===== config.mk =====
export PLATFORM = sky130hd
export DESIGN_NAME = mpfc_flow_ctrl
export DESIGN_NICKNAME = d
export VERILOG_FILES = /design/src/mpfc_flow_ctrl.v /design/src/mpfc_pause_timer.v
export VERILOG_INCLUDE_DIRS = /design/src /design/src/src
export SDC_FILE = /design/constraint.sdc
export NUM_CORES = 1
export LEC_CHECK = 0
export BUFFER_PORTS_ARGS = -buffer_cell sky130_fd_sc_hd__buf_4
export CORE_MARGIN = 2
export CORE_UTILIZATION = 45
export DETAILED_ROUTE_END_ITERATION = 10
export GPL_TIMING_DRIVEN = 0
export PLACE_DENSITY = 0.69
export SLEW_MARGIN = 20
export SYNTH_ARGS = -nofsm -noshare
export SYNTH_HDL_FRONTEND = slang
export SYNTH_SLANG_ARGS = --single-unit

===== constraint.sdc =====
create_clock -name pclk -period 5.99 [get_ports pclk]
set_input_delay 0.599 -clock pclk [delete_from_list [all_inputs] [get_ports pclk]]
set_output_delay 0.599 -clock pclk [all_outputs]
set_load 0.05 [all_outputs]

===== src/mpfc_regs.vh =====
// register map, field positions and timing counts of the pause flow control
`ifndef MPFC_REGS_VH
`define MPFC_REGS_VH

// register indices; byte address is four times the index
`define MPFC_FLOW_IDX        8'h08
`define MPFC_AFC_IDX         8'h10
`define MPFC_LINK_IDX        8'h11
`define MPFC_STAT_IDX        8'h12

`define MPFC_FLOW_RST        32'h00000000
`define MPFC_AFC_RST         2'h0
`define MPFC_LINK_RST        3'h0

// pause_flow_setting fields
`define MPFC_QUANTA_HI       31
`define MPFC_QUANTA_LO       16
`define MPFC_FWD_BIT         2
`define MPFC_EN_BIT          1
`define MPFC_BUSY_BIT        0

// auto_flow_request_cfg fields
`define MPFC_AFC_SEND_BIT    0
`define MPFC_AFC_BP_BIT      1

// link control fields
`define MPFC_LINK_TXEN_BIT   0
`define MPFC_LINK_FD_BIT     1
`define MPFC_LINK_SPD_BIT    2

// pause frame constants
`define MPFC_CTL_DA          48'h0180c2000001
`define MPFC_CTL_TYPE        16'h8808
`define MPFC_CTL_OPCODE      16'h0001
`define MPFC_FRAME_LAST      6'h3b

// one pause quantum is 512 bit times
`define MPFC_CLK_NS          100
`define MPFC_QUANTUM_10_NS   51200
`define MPFC_QUANTUM_100_NS  5120
`define MPFC_Q10_CYC  ((`MPFC_QUANTUM_10_NS + `MPFC_CLK_NS - 1) / `MPFC_CLK_NS)
`define MPFC_Q100_CYC ((`MPFC_QUANTUM_100_NS + `MPFC_CLK_NS - 1) / `MPFC_CLK_NS)

`endif


===== src/mpfc_flow_ctrl.v =====
// pause and back pressure flow control with its apb register file
//
// Decided for this implementation: the APB interface to the registers.
`timescale 1ns/10ps
`default_nettype none

`include "mpfc_regs.vh"

module mpfc_flow_ctrl (
    input  wire        pclk,
    input  wire        presetn,
    input  wire        ce,
    // apb slave
    input  wire        psel,
    input  wire        penable,
    input  wire        pwrite,
    input  wire [11:0] paddr,
    input  wire [31:0] pwdata,
    output reg         pready,
    output reg  [31:0] prdata,
    output reg         pslverr,
    // station address used as pause frame source
    input  wire [47:0] mac_src_addr,
    // control frame towards the mac transmitter
    output reg         ctl_tx_valid,
    output reg  [7:0]  ctl_tx_data,
    output reg         ctl_tx_last,
    input  wire        ctl_tx_ready,
    input  wire        ctl_tx_done,
    // received byte stream from the mac receiver
    input  wire        rx_valid,
    input  wire [7:0]  rx_data,
    input  wire        rx_sof,
    input  wire        rx_eof,
    input  wire        rx_good,
    // received data and status towards the application
    output reg         app_rx_valid,
    output reg  [7:0]  app_rx_data,
    output reg         app_rx_eof,
    output reg         app_stat_valid,
    output reg         app_stat_good,
    output reg         app_stat_filter,
    // transmit hold and back pressure
    output wire        tx_pause_hold,
    output reg         back_pressure
);

    localparam [1:0] ST_IDLE = 2'h0;
    localparam [1:0] ST_SEND = 2'h1;
    localparam [1:0] ST_WAIT = 2'h2;

    localparam [31:0] FLOW_RST = `MPFC_FLOW_RST;
    localparam [47:0] CTL_DA   = `MPFC_CTL_DA;
    localparam [15:0] CTL_TYPE = `MPFC_CTL_TYPE;
    localparam [15:0] CTL_OP   = `MPFC_CTL_OPCODE;

    reg  [15:0] quanta_q;
    reg         fwd_q;
    reg         en_q;
    reg  [1:0]  afc_q;
    reg  [2:0]  link_q;
    reg  [1:0]  st_q;
    reg  [5:0]  tx_idx_q;
    reg  [4:0]  rx_idx_q;
    reg         rx_match_q;
    reg  [15:0] rx_time_q;
    reg         pause_load_q;
    wire [15:0] pause_left;

    wire tx_en     = link_q[`MPFC_LINK_TXEN_BIT];
    wire full_dup  = link_q[`MPFC_LINK_FD_BIT];
    wire [9:0] idx = paddr[11:2];
    wire apb_acc   = psel && penable && !pready;
    wire apb_wr    = apb_acc && pwrite;
    wire busy      = (st_q != ST_IDLE) || back_pressure;

    wire hit_flow  = (idx == {2'b00, `MPFC_FLOW_IDX});
    wire hit_afc   = (idx == {2'b00, `MPFC_AFC_IDX});
    wire hit_link  = (idx == {2'b00, `MPFC_LINK_IDX});
    wire hit_stat  = (idx == {2'b00, `MPFC_STAT_IDX});
    wire hit_any   = hit_flow || hit_afc || hit_link || hit_stat;

    // register writes; the busy position is never stored
    always @(posedge pclk or negedge presetn) begin
        if (!presetn) begin
            quanta_q <= FLOW_RST[`MPFC_QUANTA_HI:`MPFC_QUANTA_LO];
            fwd_q    <= 1'b0;
            en_q     <= 1'b0;
            afc_q    <= `MPFC_AFC_RST;
            link_q   <= `MPFC_LINK_RST;
        end else if (ce) begin
            if (apb_wr && hit_flow) begin
                quanta_q <= pwdata[`MPFC_QUANTA_HI:`MPFC_QUANTA_LO];
                fwd_q    <= pwdata[`MPFC_FWD_BIT];
                en_q     <= pwdata[`MPFC_EN_BIT];
            end
            if (apb_wr && hit_afc) begin
                afc_q <= pwdata[1:0];
            end else if (st_q == ST_SEND) begin
                // a send request is consumed once the frame starts
                afc_q[`MPFC_AFC_SEND_BIT] <= 1'b0;
            end
            if (apb_wr && hit_link) begin
                link_q <= pwdata[2:0];
            end
        end
    end

    // apb answer with one wait state; unmapped words answer with an error
    always @(posedge pclk or negedge presetn) begin
        if (!presetn) begin
            pready  <= 1'b0;
            prdata  <= 32'h00000000;
            pslverr <= 1'b0;
        end else if (ce) begin
            pready  <= apb_acc;
            pslverr <= apb_acc && !hit_any;
            if (apb_acc && !pwrite) begin
                if (hit_flow) begin
                    prdata <= {quanta_q, 13'h0000, fwd_q, en_q, busy};
                end else if (hit_afc) begin
                    prdata <= {30'h00000000, afc_q};
                end else if (hit_link) begin
                    prdata <= {29'h00000000, link_q};
                end else if (hit_stat) begin
                    prdata <= {pause_left, 14'h0000, tx_pause_hold,
                               back_pressure};
                end else begin
                    prdata <= 32'h00000000;
                end
            end
        end
    end

    // half duplex back pressure, only with the transmitter on
    always @(posedge pclk or negedge presetn) begin
        if (!presetn) begin
            back_pressure <= 1'b0;
        end else if (ce) begin
            back_pressure <= !full_dup && en_q && tx_en
                             && afc_q[`MPFC_AFC_BP_BIT];
        end
    end

    // pause frame byte picker: da, sa, type, opcode, time, zero pad
    function [7:0] frame_byte;
        input [5:0]  i;
        input [47:0] sa;
        input [15:0] pt;
        begin
            case (i)
                6'h00: frame_byte = CTL_DA[47:40];
                6'h01: frame_byte = CTL_DA[39:32];
                6'h02: frame_byte = CTL_DA[31:24];
                6'h03: frame_byte = CTL_DA[23:16];
                6'h04: frame_byte = CTL_DA[15:8];
                6'h05: frame_byte = CTL_DA[7:0];
                6'h06: frame_byte = sa[47:40];
                6'h07: frame_byte = sa[39:32];
                6'h08: frame_byte = sa[31:24];
                6'h09: frame_byte = sa[23:16];
                6'h0a: frame_byte = sa[15:8];
                6'h0b: frame_byte = sa[7:0];
                6'h0c: frame_byte = CTL_TYPE[15:8];
                6'h0d: frame_byte = CTL_TYPE[7:0];
                6'h0e: frame_byte = CTL_OP[15:8];
                6'h0f: frame_byte = CTL_OP[7:0];
                6'h10: frame_byte = pt[15:8];
                6'h11: frame_byte = pt[7:0];
                default: frame_byte = 8'h00;
            endcase
        end
    endfunction

    wire tx_adv = !ctl_tx_valid || ctl_tx_ready;

    // full duplex pause frame sender; the mac appends the crc
    always @(posedge pclk or negedge presetn) begin
        if (!presetn) begin
            st_q         <= ST_IDLE;
            tx_idx_q     <= 6'h00;
            ctl_tx_valid <= 1'b0;
            ctl_tx_data  <= 8'h00;
            ctl_tx_last  <= 1'b0;
        end else if (ce) begin
            case (st_q)
                ST_IDLE: begin
                    tx_idx_q <= 6'h00;
                    if (afc_q[`MPFC_AFC_SEND_BIT] && full_dup && tx_en) begin
                        st_q <= ST_SEND;
                    end
                end
                ST_SEND: begin
                    if (tx_adv) begin
                        ctl_tx_valid <= 1'b1;
                        ctl_tx_data  <= frame_byte(tx_idx_q, mac_src_addr,
                                                   quanta_q);
                        ctl_tx_last  <= (tx_idx_q == `MPFC_FRAME_LAST);
                        tx_idx_q     <= tx_idx_q + 6'h01;
                        if (tx_idx_q == `MPFC_FRAME_LAST) begin
                            st_q <= ST_WAIT;
                        end
                    end
                end
                ST_WAIT: begin
                    if (ctl_tx_ready) begin
                        ctl_tx_valid <= 1'b0;
                        ctl_tx_last  <= 1'b0;
                    end
                    // busy holds until the wire reports the frame gone
                    if (ctl_tx_done) begin
                        st_q <= ST_IDLE;
                    end
                end
                default: begin
                    st_q <= ST_IDLE;
                end
            endcase
        end
    end

    // receive side: data always forwarded, pause decoded only when enabled
    wire decode_on = en_q && full_dup;
    wire [4:0] rx_pos = rx_sof ? 5'h00 : rx_idx_q;
    reg  [7:0] want;

    always @* begin
        case (rx_pos)
            5'h00: want = CTL_DA[47:40];
            5'h01: want = CTL_DA[39:32];
            5'h02: want = CTL_DA[31:24];
            5'h03: want = CTL_DA[23:16];
            5'h04: want = CTL_DA[15:8];
            5'h05: want = CTL_DA[7:0];
            5'h0c: want = CTL_TYPE[15:8];
            5'h0d: want = CTL_TYPE[7:0];
            5'h0e: want = CTL_OP[15:8];
            5'h0f: want = CTL_OP[7:0];
            default: want = rx_data;
        endcase
    end

    wire match_now = (rx_sof || rx_match_q) && (rx_data == want);
    wire is_pause  = decode_on && match_now && (rx_idx_q > 5'h11);

    always @(posedge pclk or negedge presetn) begin
        if (!presetn) begin
            rx_idx_q        <= 5'h00;
            rx_match_q      <= 1'b0;
            rx_time_q       <= 16'h0000;
            pause_load_q    <= 1'b0;
            app_rx_valid    <= 1'b0;
            app_rx_data     <= 8'h00;
            app_rx_eof      <= 1'b0;
            app_stat_valid  <= 1'b0;
            app_stat_good   <= 1'b0;
            app_stat_filter <= 1'b0;
        end else if (ce) begin
            app_rx_valid   <= rx_valid;
            app_rx_data    <= rx_data;
            app_rx_eof     <= rx_valid && rx_eof;
            app_stat_valid <= rx_valid && rx_eof;
            pause_load_q   <= 1'b0;
            if (rx_valid) begin
                if (rx_pos != 5'h1f) begin
                    rx_idx_q <= rx_pos + 5'h01;
                end
                rx_match_q <= match_now;
                if (rx_pos == 5'h10) begin
                    rx_time_q[15:8] <= rx_data;
                end
                if (rx_pos == 5'h11) begin
                    rx_time_q[7:0] <= rx_data;
                end
                if (rx_eof) begin
                    app_stat_good   <= rx_good;
                    app_stat_filter <= fwd_q && rx_good && is_pause;
                    pause_load_q    <= rx_good && is_pause;
                end
            end
        end
    end

    // stops the transmitter for the decoded quanta
    mpfc_pause_timer u_timer (
        .pclk      (pclk),
        .presetn   (presetn),
        .ce        (ce),
        .load      (pause_load_q),
        .quanta    (rx_time_q),
        .speed_100 (link_q[`MPFC_LINK_SPD_BIT]),
        .hold_q    (tx_pause_hold),
        .left_q    (pause_left)
    );

endmodule // mpfc_flow_ctrl

`default_nettype wire


===== src/mpfc_pause_timer.v =====
// transmit hold-off timer counting pause quanta of 512 bit times
`timescale 1ns/10ps
`default_nettype none

`include "mpfc_regs.vh"

module mpfc_pause_timer (
    input  wire        pclk,
    input  wire        presetn,
    input  wire        ce,
    input  wire        load,
    input  wire [15:0] quanta,
    input  wire        speed_100,
    output reg         hold_q,
    output reg  [15:0] left_q
);

    localparam [31:0] Q10_W  = `MPFC_Q10_CYC;
    localparam [31:0] Q100_W = `MPFC_Q100_CYC;
    localparam [9:0]  Q10    = Q10_W[9:0];
    localparam [9:0]  Q100   = Q100_W[9:0];

    reg  [9:0] sub_q;
    wire [9:0] sub_top = speed_100 ? Q100 - 10'h001 : Q10 - 10'h001;

    always @(posedge pclk or negedge presetn) begin
        if (!presetn) begin
            sub_q  <= 10'h000;
            left_q <= 16'h0000;
            hold_q <= 1'b0;
        end else if (ce) begin
            if (load) begin
                // a fresh frame reloads; zero releases at once
                sub_q  <= sub_top;
                left_q <= quanta;
                hold_q <= (quanta != 16'h0000);
            end else if (left_q != 16'h0000) begin
                if (sub_q == 10'h000) begin
                    sub_q  <= sub_top;
                    left_q <= left_q - 16'h0001;
                    hold_q <= (left_q != 16'h0001);
                end else begin
                    sub_q <= sub_q - 10'h001;
                end
            end
        end
    end

endmodule // mpfc_pause_timer

`default_nettype wire


* After elaboration in Yosys (flattened, before gate mapping) *
Index checks and enable logic that the tools add are counted.

word-level totals
  bits in registers = 138
  input bits = 112
  output and inout port bits = 59

cells by class
  $add $sub $neg = 4
  magnitude comparators = 1
  eq/ne operators = 40
  multiplexer cells = 33
  reduce and logical (&&, ||, !) cells = 63

operator list
  cell                                                                       count
  32-bit 2-to-1 mux                                                          4
  8-bit case mux with 13 select lines                                        1
  16-bit 2-to-1 mux                                                          3
  8-bit case mux with 6 select lines                                         1
  6-bit by 4-bit == test with 1-bit output (second input constant)           7
  16-bit nonzero test                                                        2
  10-bit by 5-bit == test with 1-bit output (second input constant)          3
  10-bit 2-to-1 mux                                                          3
  1-bit logical AND                                                          21
  3-bit AND reduction                                                        7
  5-bit by 4-bit == test with 1-bit output (second input constant)           4
  6-bit by 3-bit == test with 1-bit output (second input constant)           3
  16-bit by 1-bit inequality test with 1-bit output (second input constant)  1
  16-bit by 1-bit subtractor with 16-bit output (second input constant)      1
  2-bit AND reduction                                                        7
  6-bit by 5-bit == test with 1-bit output (second input constant)           2
  6-bit case mux with 2 select lines                                         1
  2-bit nonzero test                                                         6
  10-bit by 4-bit == test with 1-bit output (second input constant)          1
  5-bit by 2-bit == test with 1-bit output (second input constant)           2
  5-bit by 3-bit == test with 1-bit output (second input constant)           2
  5-bit == test (second input constant)                                      2
  10-bit logical NOT                                                         1
  1-bit 2-to-1 mux                                                           10
  28 further kinds                                                           46

* Logic depth before layout (Yosys ltp) *
  depth after elaboration = 11
  depth in mapped cells = 10
  mapped depth without buffers = 8

* By module *
From an unflattened synthesis, not the netlist that was laid out.

unflattened totals
  cells, all modules = 729
  area total of the unflattened synthesis = 6999.2 sq um

by module, submodules not included
  module            instances  cells each  area an instance (sq um)
  mpfc_flow_ctrl    1          521         5251.3
  mpfc_pause_timer  1          208         1747.9

* Worst setup path before layout *
No wires, ideal clock.

  path kind = input to register
  start point = input paddr[4]
  end point = register en_q
  library setup time = 125 ps
  arrival = 2495 ps
  setup slack = 3370 ps
  stages on the path = 6
  path buffers = 2
  cells stage by stage = or4_1 -> nor4b_1 -> and3_1 -> buf_2 -> buf_2 -> mux2_2

on the way
  word-level cells in the longest chain between the ends = 3

RTL lines
  item                                       RTL line             text
  start, declared                            mpfc_flow_ctrl.v:17  input wire [11:0] paddr,
  10-bit by 4-bit == test with 1-bit output  mpfc_flow_ctrl.v:77  wire hit_flow = (idx == {2'b00, `MPFC_FLOW_IDX});
  1-bit logical AND                          mpfc_flow_ctrl.v:92  if (apb_wr && hit_flow) begin
  2-bit AND reduction (no source line)       --
  end signal, assigned                       mpfc_flow_ctrl.v:95  en_q <= pwdata[`MPFC_EN_BIT];
  end, declared                              mpfc_flow_ctrl.v:59  reg en_q;

No other way between the ends.
A chain may end at the register's enable or synchronous reset.

* Worst setup path after layout *
  start point = input paddr[4]
  end point = register quanta_q[15]

on the way
  word-level cells in the longest chain between the ends = 3

RTL lines
  item                                       RTL line             text
  10-bit by 4-bit == test with 1-bit output  mpfc_flow_ctrl.v:77
  1-bit logical AND                          mpfc_flow_ctrl.v:92
  2-bit AND reduction (no source line)       --
  end signal, assigned                       mpfc_flow_ctrl.v:86  quanta_q <= FLOW_RST[`MPFC_QUANTA_HI:`MPFC_QUANTA_LO];
  end signal, assigned                       mpfc_flow_ctrl.v:93  quanta_q <= pwdata[`MPFC_QUANTA_HI:`MPFC_QUANTA_LO];
  end, declared                              mpfc_flow_ctrl.v:57  reg [15:0] quanta_q;

No other way between the ends.

==> results by stage <==
Outcome:
- The flow ran to the end, and the final reports show no timing, DRC or antenna violations.

Setup path:
- The type of the worst setup path is primary input to register.
- The count of cells along the worst register-to-register path is 8.
- In this run the critical register-to-register path is launched from u_timer.left_q[0].
- Of all nets on the critical path, the largest fanout is 10.
- In this run the worst setup path begins at paddr[4].
- STA classifies the critical path endpoint as a register.
- For the worst setup path, the data arrival time is 3.27 ns.
- The critical path ends at quanta_q[15].
- The startpoint class of the critical path is a primary input.
- The endpoint required time on the critical path is 6.29 ns.
- In this run the register-to-register setup slack is 3.08 ns.
- The endpoint of the worst-slack reg-to-reg timing path is u_timer.sub_q[9].

STA:
- Setup repair after global routing left no endpoint under its margin.
- The final-report max-slew violation count is 0.
- The clock arrives with 0.00719 ns of skew.
- The total negative setup slack is 0 ns.
- The fraction of the cycle the final worst path needs is 0.496.
- Setup slack closes at 3.02 ns.
- The final number of hold-violating endpoints is 0.
- The worst relative slew slack is 0.287.
- Setup violations remaining at the end of the flow were counted as 0.
- For this run, the top clock speed supported by timing is 336 MHz.
- The smallest clock period supported by the final layout is computed as 2.97 ns.
- The measured slew at the worst slew-check pin is 1.05 ns.

Clock network:
- The clock-pin slew on the worst setup and hold paths is 0.06 ns.
- The CTS tree is yes.
- The total clock sinks is 125.
- After clock tree synthesis, the repair step resized 0 gates.
- Post-CTS timing repair inserted 0 buffers for setup.
- For this design, the CTS-stage hold fixing added 0 buffers.
- The clock reaches the later pin of the worst-skew pair after 0.42 ns.
- The number of levels in the clock H-tree is 4.
- TritonCTS created 17 clock buffers.
- The master cell of the clock root buffer is sky130_fd_sc_hd__clkbuf_16.
- The clock tree buffer depth is 2.

Drt:
- The wire length reported by the detailed router is 21100 um.
- The detailed-router iteration count before antenna repair is 7.
- After detailed routing, the average wire length per cell comes to 19.5 um.
- The DRC marker count from the first detailed-route iteration is 624.
- In the routed layout, each cell is associated on average with a via count of 5.97.
- The via count is 6439.
- After detailed routing, the number of remaining DRC violations is 0.
- The final antenna-violating net count is 0.

Worst hold path:
- The min-delay analysis places its worst path in the category primary input to asynchronous set/reset pin.

GRT:
- The overall global routing resource usage is 0.261.
- The number of antenna violations at the first check in global routing was 0.
- The sum of overflow across all layers after global routing is 0.
- The first global-routing pass estimated 33300 um of wire.
- Entering global routing, the biggest net connects 71 pins.
- The via count of the first global-routing pass is 6146.

Floorplanning:
- The die width is 128 um.
- The number of top-level design ports is 171.
- The area of the die is 16400 um^2.
- The die extent in y is 128 um.
- The initial utilization of the core area, before any placement, comes to 0.458.
- The number of rows in the core area is 45.
- The total core area is 15100 um^2.

Synth:
- In this run the cell area of the synthesized design comes to 6920 um^2.
- The multiplexer share of the synthesized area is 0.0827.
- Yosys printed 0 warnings.
- The adder and majority cell fraction of the synthesized area is 0.0163.
- The compound-gate portion of the synthesized area came to 0.175.
- Synthesis handed over a netlist of 705 instances.
- The share of the Yosys chip area taken by registers is 0.452.
- The post-synthesis xor/xnor area fraction is 0.0114.
- Among all flip-flop cells after synthesis, the most frequent one is sky130_fd_sc_hd__dfrtp_1.
- The share of synthesized flip-flops with an asynchronous set or reset is 1.00.
- In this run, synthesis inferred 0 flip-flops with an integrated enable.
- Yosys instantiated no cell more often than sky130_fd_sc_hd__dfrtp_1.
- In the post-synthesis netlist, the biggest area contributors are sky130_fd_sc_hd__dfrtp_1 (45%), sky130_fd_sc_hd__mux2_2 (8.0%), sky130_fd_sc_hd__nor2_1 (3.3%), sky130_fd_sc_hd__a22oi_1 (2.7%), sky130_fd_sc_hd__and3_1 (2.5%).
- The share of synthesized area in the top cell type comes to 0.452.
- After synthesis, the largest family of logic cells by area is simple AND/OR/NAND/NOR gates.
- Of the total synthesized cell area, the portion taken by AND, OR, NAND and NOR gates is 0.210.
- Counting flops and latches in the post-synthesis netlist gives 125.
- The largest area contributor in the synthesized netlist is sky130_fd_sc_hd__dfrtp_1.
- Synthesis instantiated 74 different standard cells from the library.
- By count the netlist is led by sky130_fd_sc_hd__dfrtp_1 (125), sky130_fd_sc_hd__nor2_1 (61), sky130_fd_sc_hd__mux2_2 (49).
- Dividing the synthesized area by the synthesized cell count gives 9.81 um^2.

Final layout:
- The finished cells cover 8840 um^2.
- In the final design database the tool counted 999 nets.
- At the end of the flow the core is filled with cells to 0.586.
- The repair_antennas step left the layout with diodes totalling 0.
- The ratio of cells with drive above 1 in the final layout is 0.293.
- Compared with the post-synthesis result, the final layout area differs by 27.8%.

Run:
- The count of max-cap constraint violations is 0.

Placement:
- Once placement finished, the instance area stood at 8290 um^2.
- Summed over all nets, the half-perimeter wirelength after detailed placement is 16000 um.
- During placement, the flow inserted port buffers numbering 141.
- The worst-case setup slack after placement is 2.53 ns.
- The routability congestion estimate from global placement is 0.985.

Power:
- The maximum vdd drop is 0.000196 V.
- The ratio of total power to cell area is 285 nW/um^2.
- The static power due to leakage is 0.00401 uW.
- The clock network fraction of design power is 0.377.
- The switching power total is 801 uW.
- Internal power comes to 1720 uW.
- Of the total power, registers draw 0.398.
- Of the total power, combinational logic draws 0.224.
- The switching power as a share of total power is 0.318.
-- cell usage in the layout (no fill, tap or decap), types with 6 or more instances in the layout --
cell	Yosys	final
sky130_fd_sc_hd__nor2b_1	7	7
sky130_fd_sc_hd__a22oi_1	25	25
sky130_fd_sc_hd__nor2_1	61	61
sky130_fd_sc_hd__conb_1	1	13
sky130_fd_sc_hd__nand2b_1	8	8
sky130_fd_sc_hd__clkbuf_1	35	38
sky130_fd_sc_hd__dfrtp_1	125	125
sky130_fd_sc_hd__o32ai_1	7	7
sky130_fd_sc_hd__or4_1	9	9
sky130_fd_sc_hd__a222oi_1	6	6
sky130_fd_sc_hd__and2_1	6	6
sky130_fd_sc_hd__nand3_1	19	19
sky130_fd_sc_hd__nor3b_1	7	7
sky130_fd_sc_hd__nand4_1	7	7
sky130_fd_sc_hd__o21ai_0	33	33
sky130_fd_sc_hd__xor2_1	6	6
sky130_fd_sc_hd__ha_1	9	9
sky130_fd_sc_hd__a21oi_1	31	31
sky130_fd_sc_hd__nor4_1	12	12
sky130_fd_sc_hd__a31oi_1	11	11
sky130_fd_sc_hd__clkbuf_16	0	17
sky130_fd_sc_hd__and3_1	28	28
sky130_fd_sc_hd__nand2_1	40	40
sky130_fd_sc_hd__buf_4	14	154
sky130_fd_sc_hd__inv_1	18	18
sky130_fd_sc_hd__nor3_1	19	18
sky130_fd_sc_hd__mux2_2	49	49
sky130_fd_sc_hd__nor3_2	5	6
-- sequential cells by signal, indices dropped and copies added, names as in the netlist, 2 cells and up --
register and cells:
link_q 3, u_timer.sub_q 10, u_timer.left_q 16, afc_q 2, prdata 19, rx_time_q 16
app_rx_data 8, ctl_tx_data 8, rx_idx_q 5, st_q 2, quanta_q 16, tx_idx_q 6
-- per-stage QoR --
stage | hold WS, ns | power [uW] | instances
2_1_floorplan | 0.303 | 1370 | 717
3_3_place_gp | 0.466 | 1560 | 1046
3_5_place_dp | 0.481 | 1580 | 1047
4_1_cts | 0.153 | 2530 | 1079
5_1_grt | 0.157 | 2630 | 1079
6_report | 0.143 | 2520 | 1079
-- routing by layer --
layer | share of wire | track usage | vias up
li1 | - | - | 2988
met1 | 0.42 | 0.339 | 3105
met2 | 0.48 | 0.432 | 311
met3 | 0.073 | 0.0588 | 35
met4 | 0.024 | 0.0931 | 0
met5 | 0 | 0 | -
-- cell families after synthesis --
group | count (synthesis)
xor gates and xnor gates | 9
buffers and inverters | 76
AOI/OAI and AO/OA | 173
muxes | 51
DFF | 125
other | 1
adders and majority gates | 9
and+or+nand+nor | 261
-- cell type report --
cell class                      instances  area, um^2
Clock inverter                         11        95.1
Inverter                               18        67.6
Timing Repair Buffer                  142        1090
Clock buffer                           21         450
Buffer                                 58         294
Sequential cell                       125        3130
Multi-Input combinational cell        516        3480
Fill cell                            1325        6250
Tap cell                              188         235
-- how the worst min path moves through the flow --
| stage | from | endpoint | slack (ns) | cells after the start |
|---|---|---|---|---|
| floorplan | presetn | afc_q[0] | 0.30 | 0 |
| global placement | ctl_tx_data[6] | ctl_tx_data[6] | 0.47 | 2 |
| detailed placement | ctl_tx_data[6] | ctl_tx_data[6] | 0.48 | 2 |
| CTS | presetn | ctl_tx_data[1] | 0.15 | 1 |
| global route | presetn | ctl_tx_data[1] | 0.16 | 1 |
| finish | presetn | ctl_tx_data[1] | 0.14 | 1 |
-- power by group through the flow --
stage | Sequential (uW) | Clock (uW) | Combinational (uW)
5_1_grt | 1020 | 1010 | 609
6_report | 1000 | 951 | 565
4_1_cts | 1000 | 962 | 566
3_5_place_dp | 1020 | 0 | 565
2_1_floorplan | 1130 | 0 | 233
3_3_place_gp | 1010 | 0 | 550
-- worst max-delay path, cell delays in order --
cell                      delay (ns)
sky130_fd_sc_hd__buf_4          0.10
sky130_fd_sc_hd__or4_1          0.60
sky130_fd_sc_hd__nor4b_1        0.69
sky130_fd_sc_hd__and3_1         0.29
sky130_fd_sc_hd__buf_2          0.25
sky130_fd_sc_hd__buf_2          0.34
sky130_fd_sc_hd__mux2_2         0.38
No activity file was read; power rests on OpenSTA's default activity.
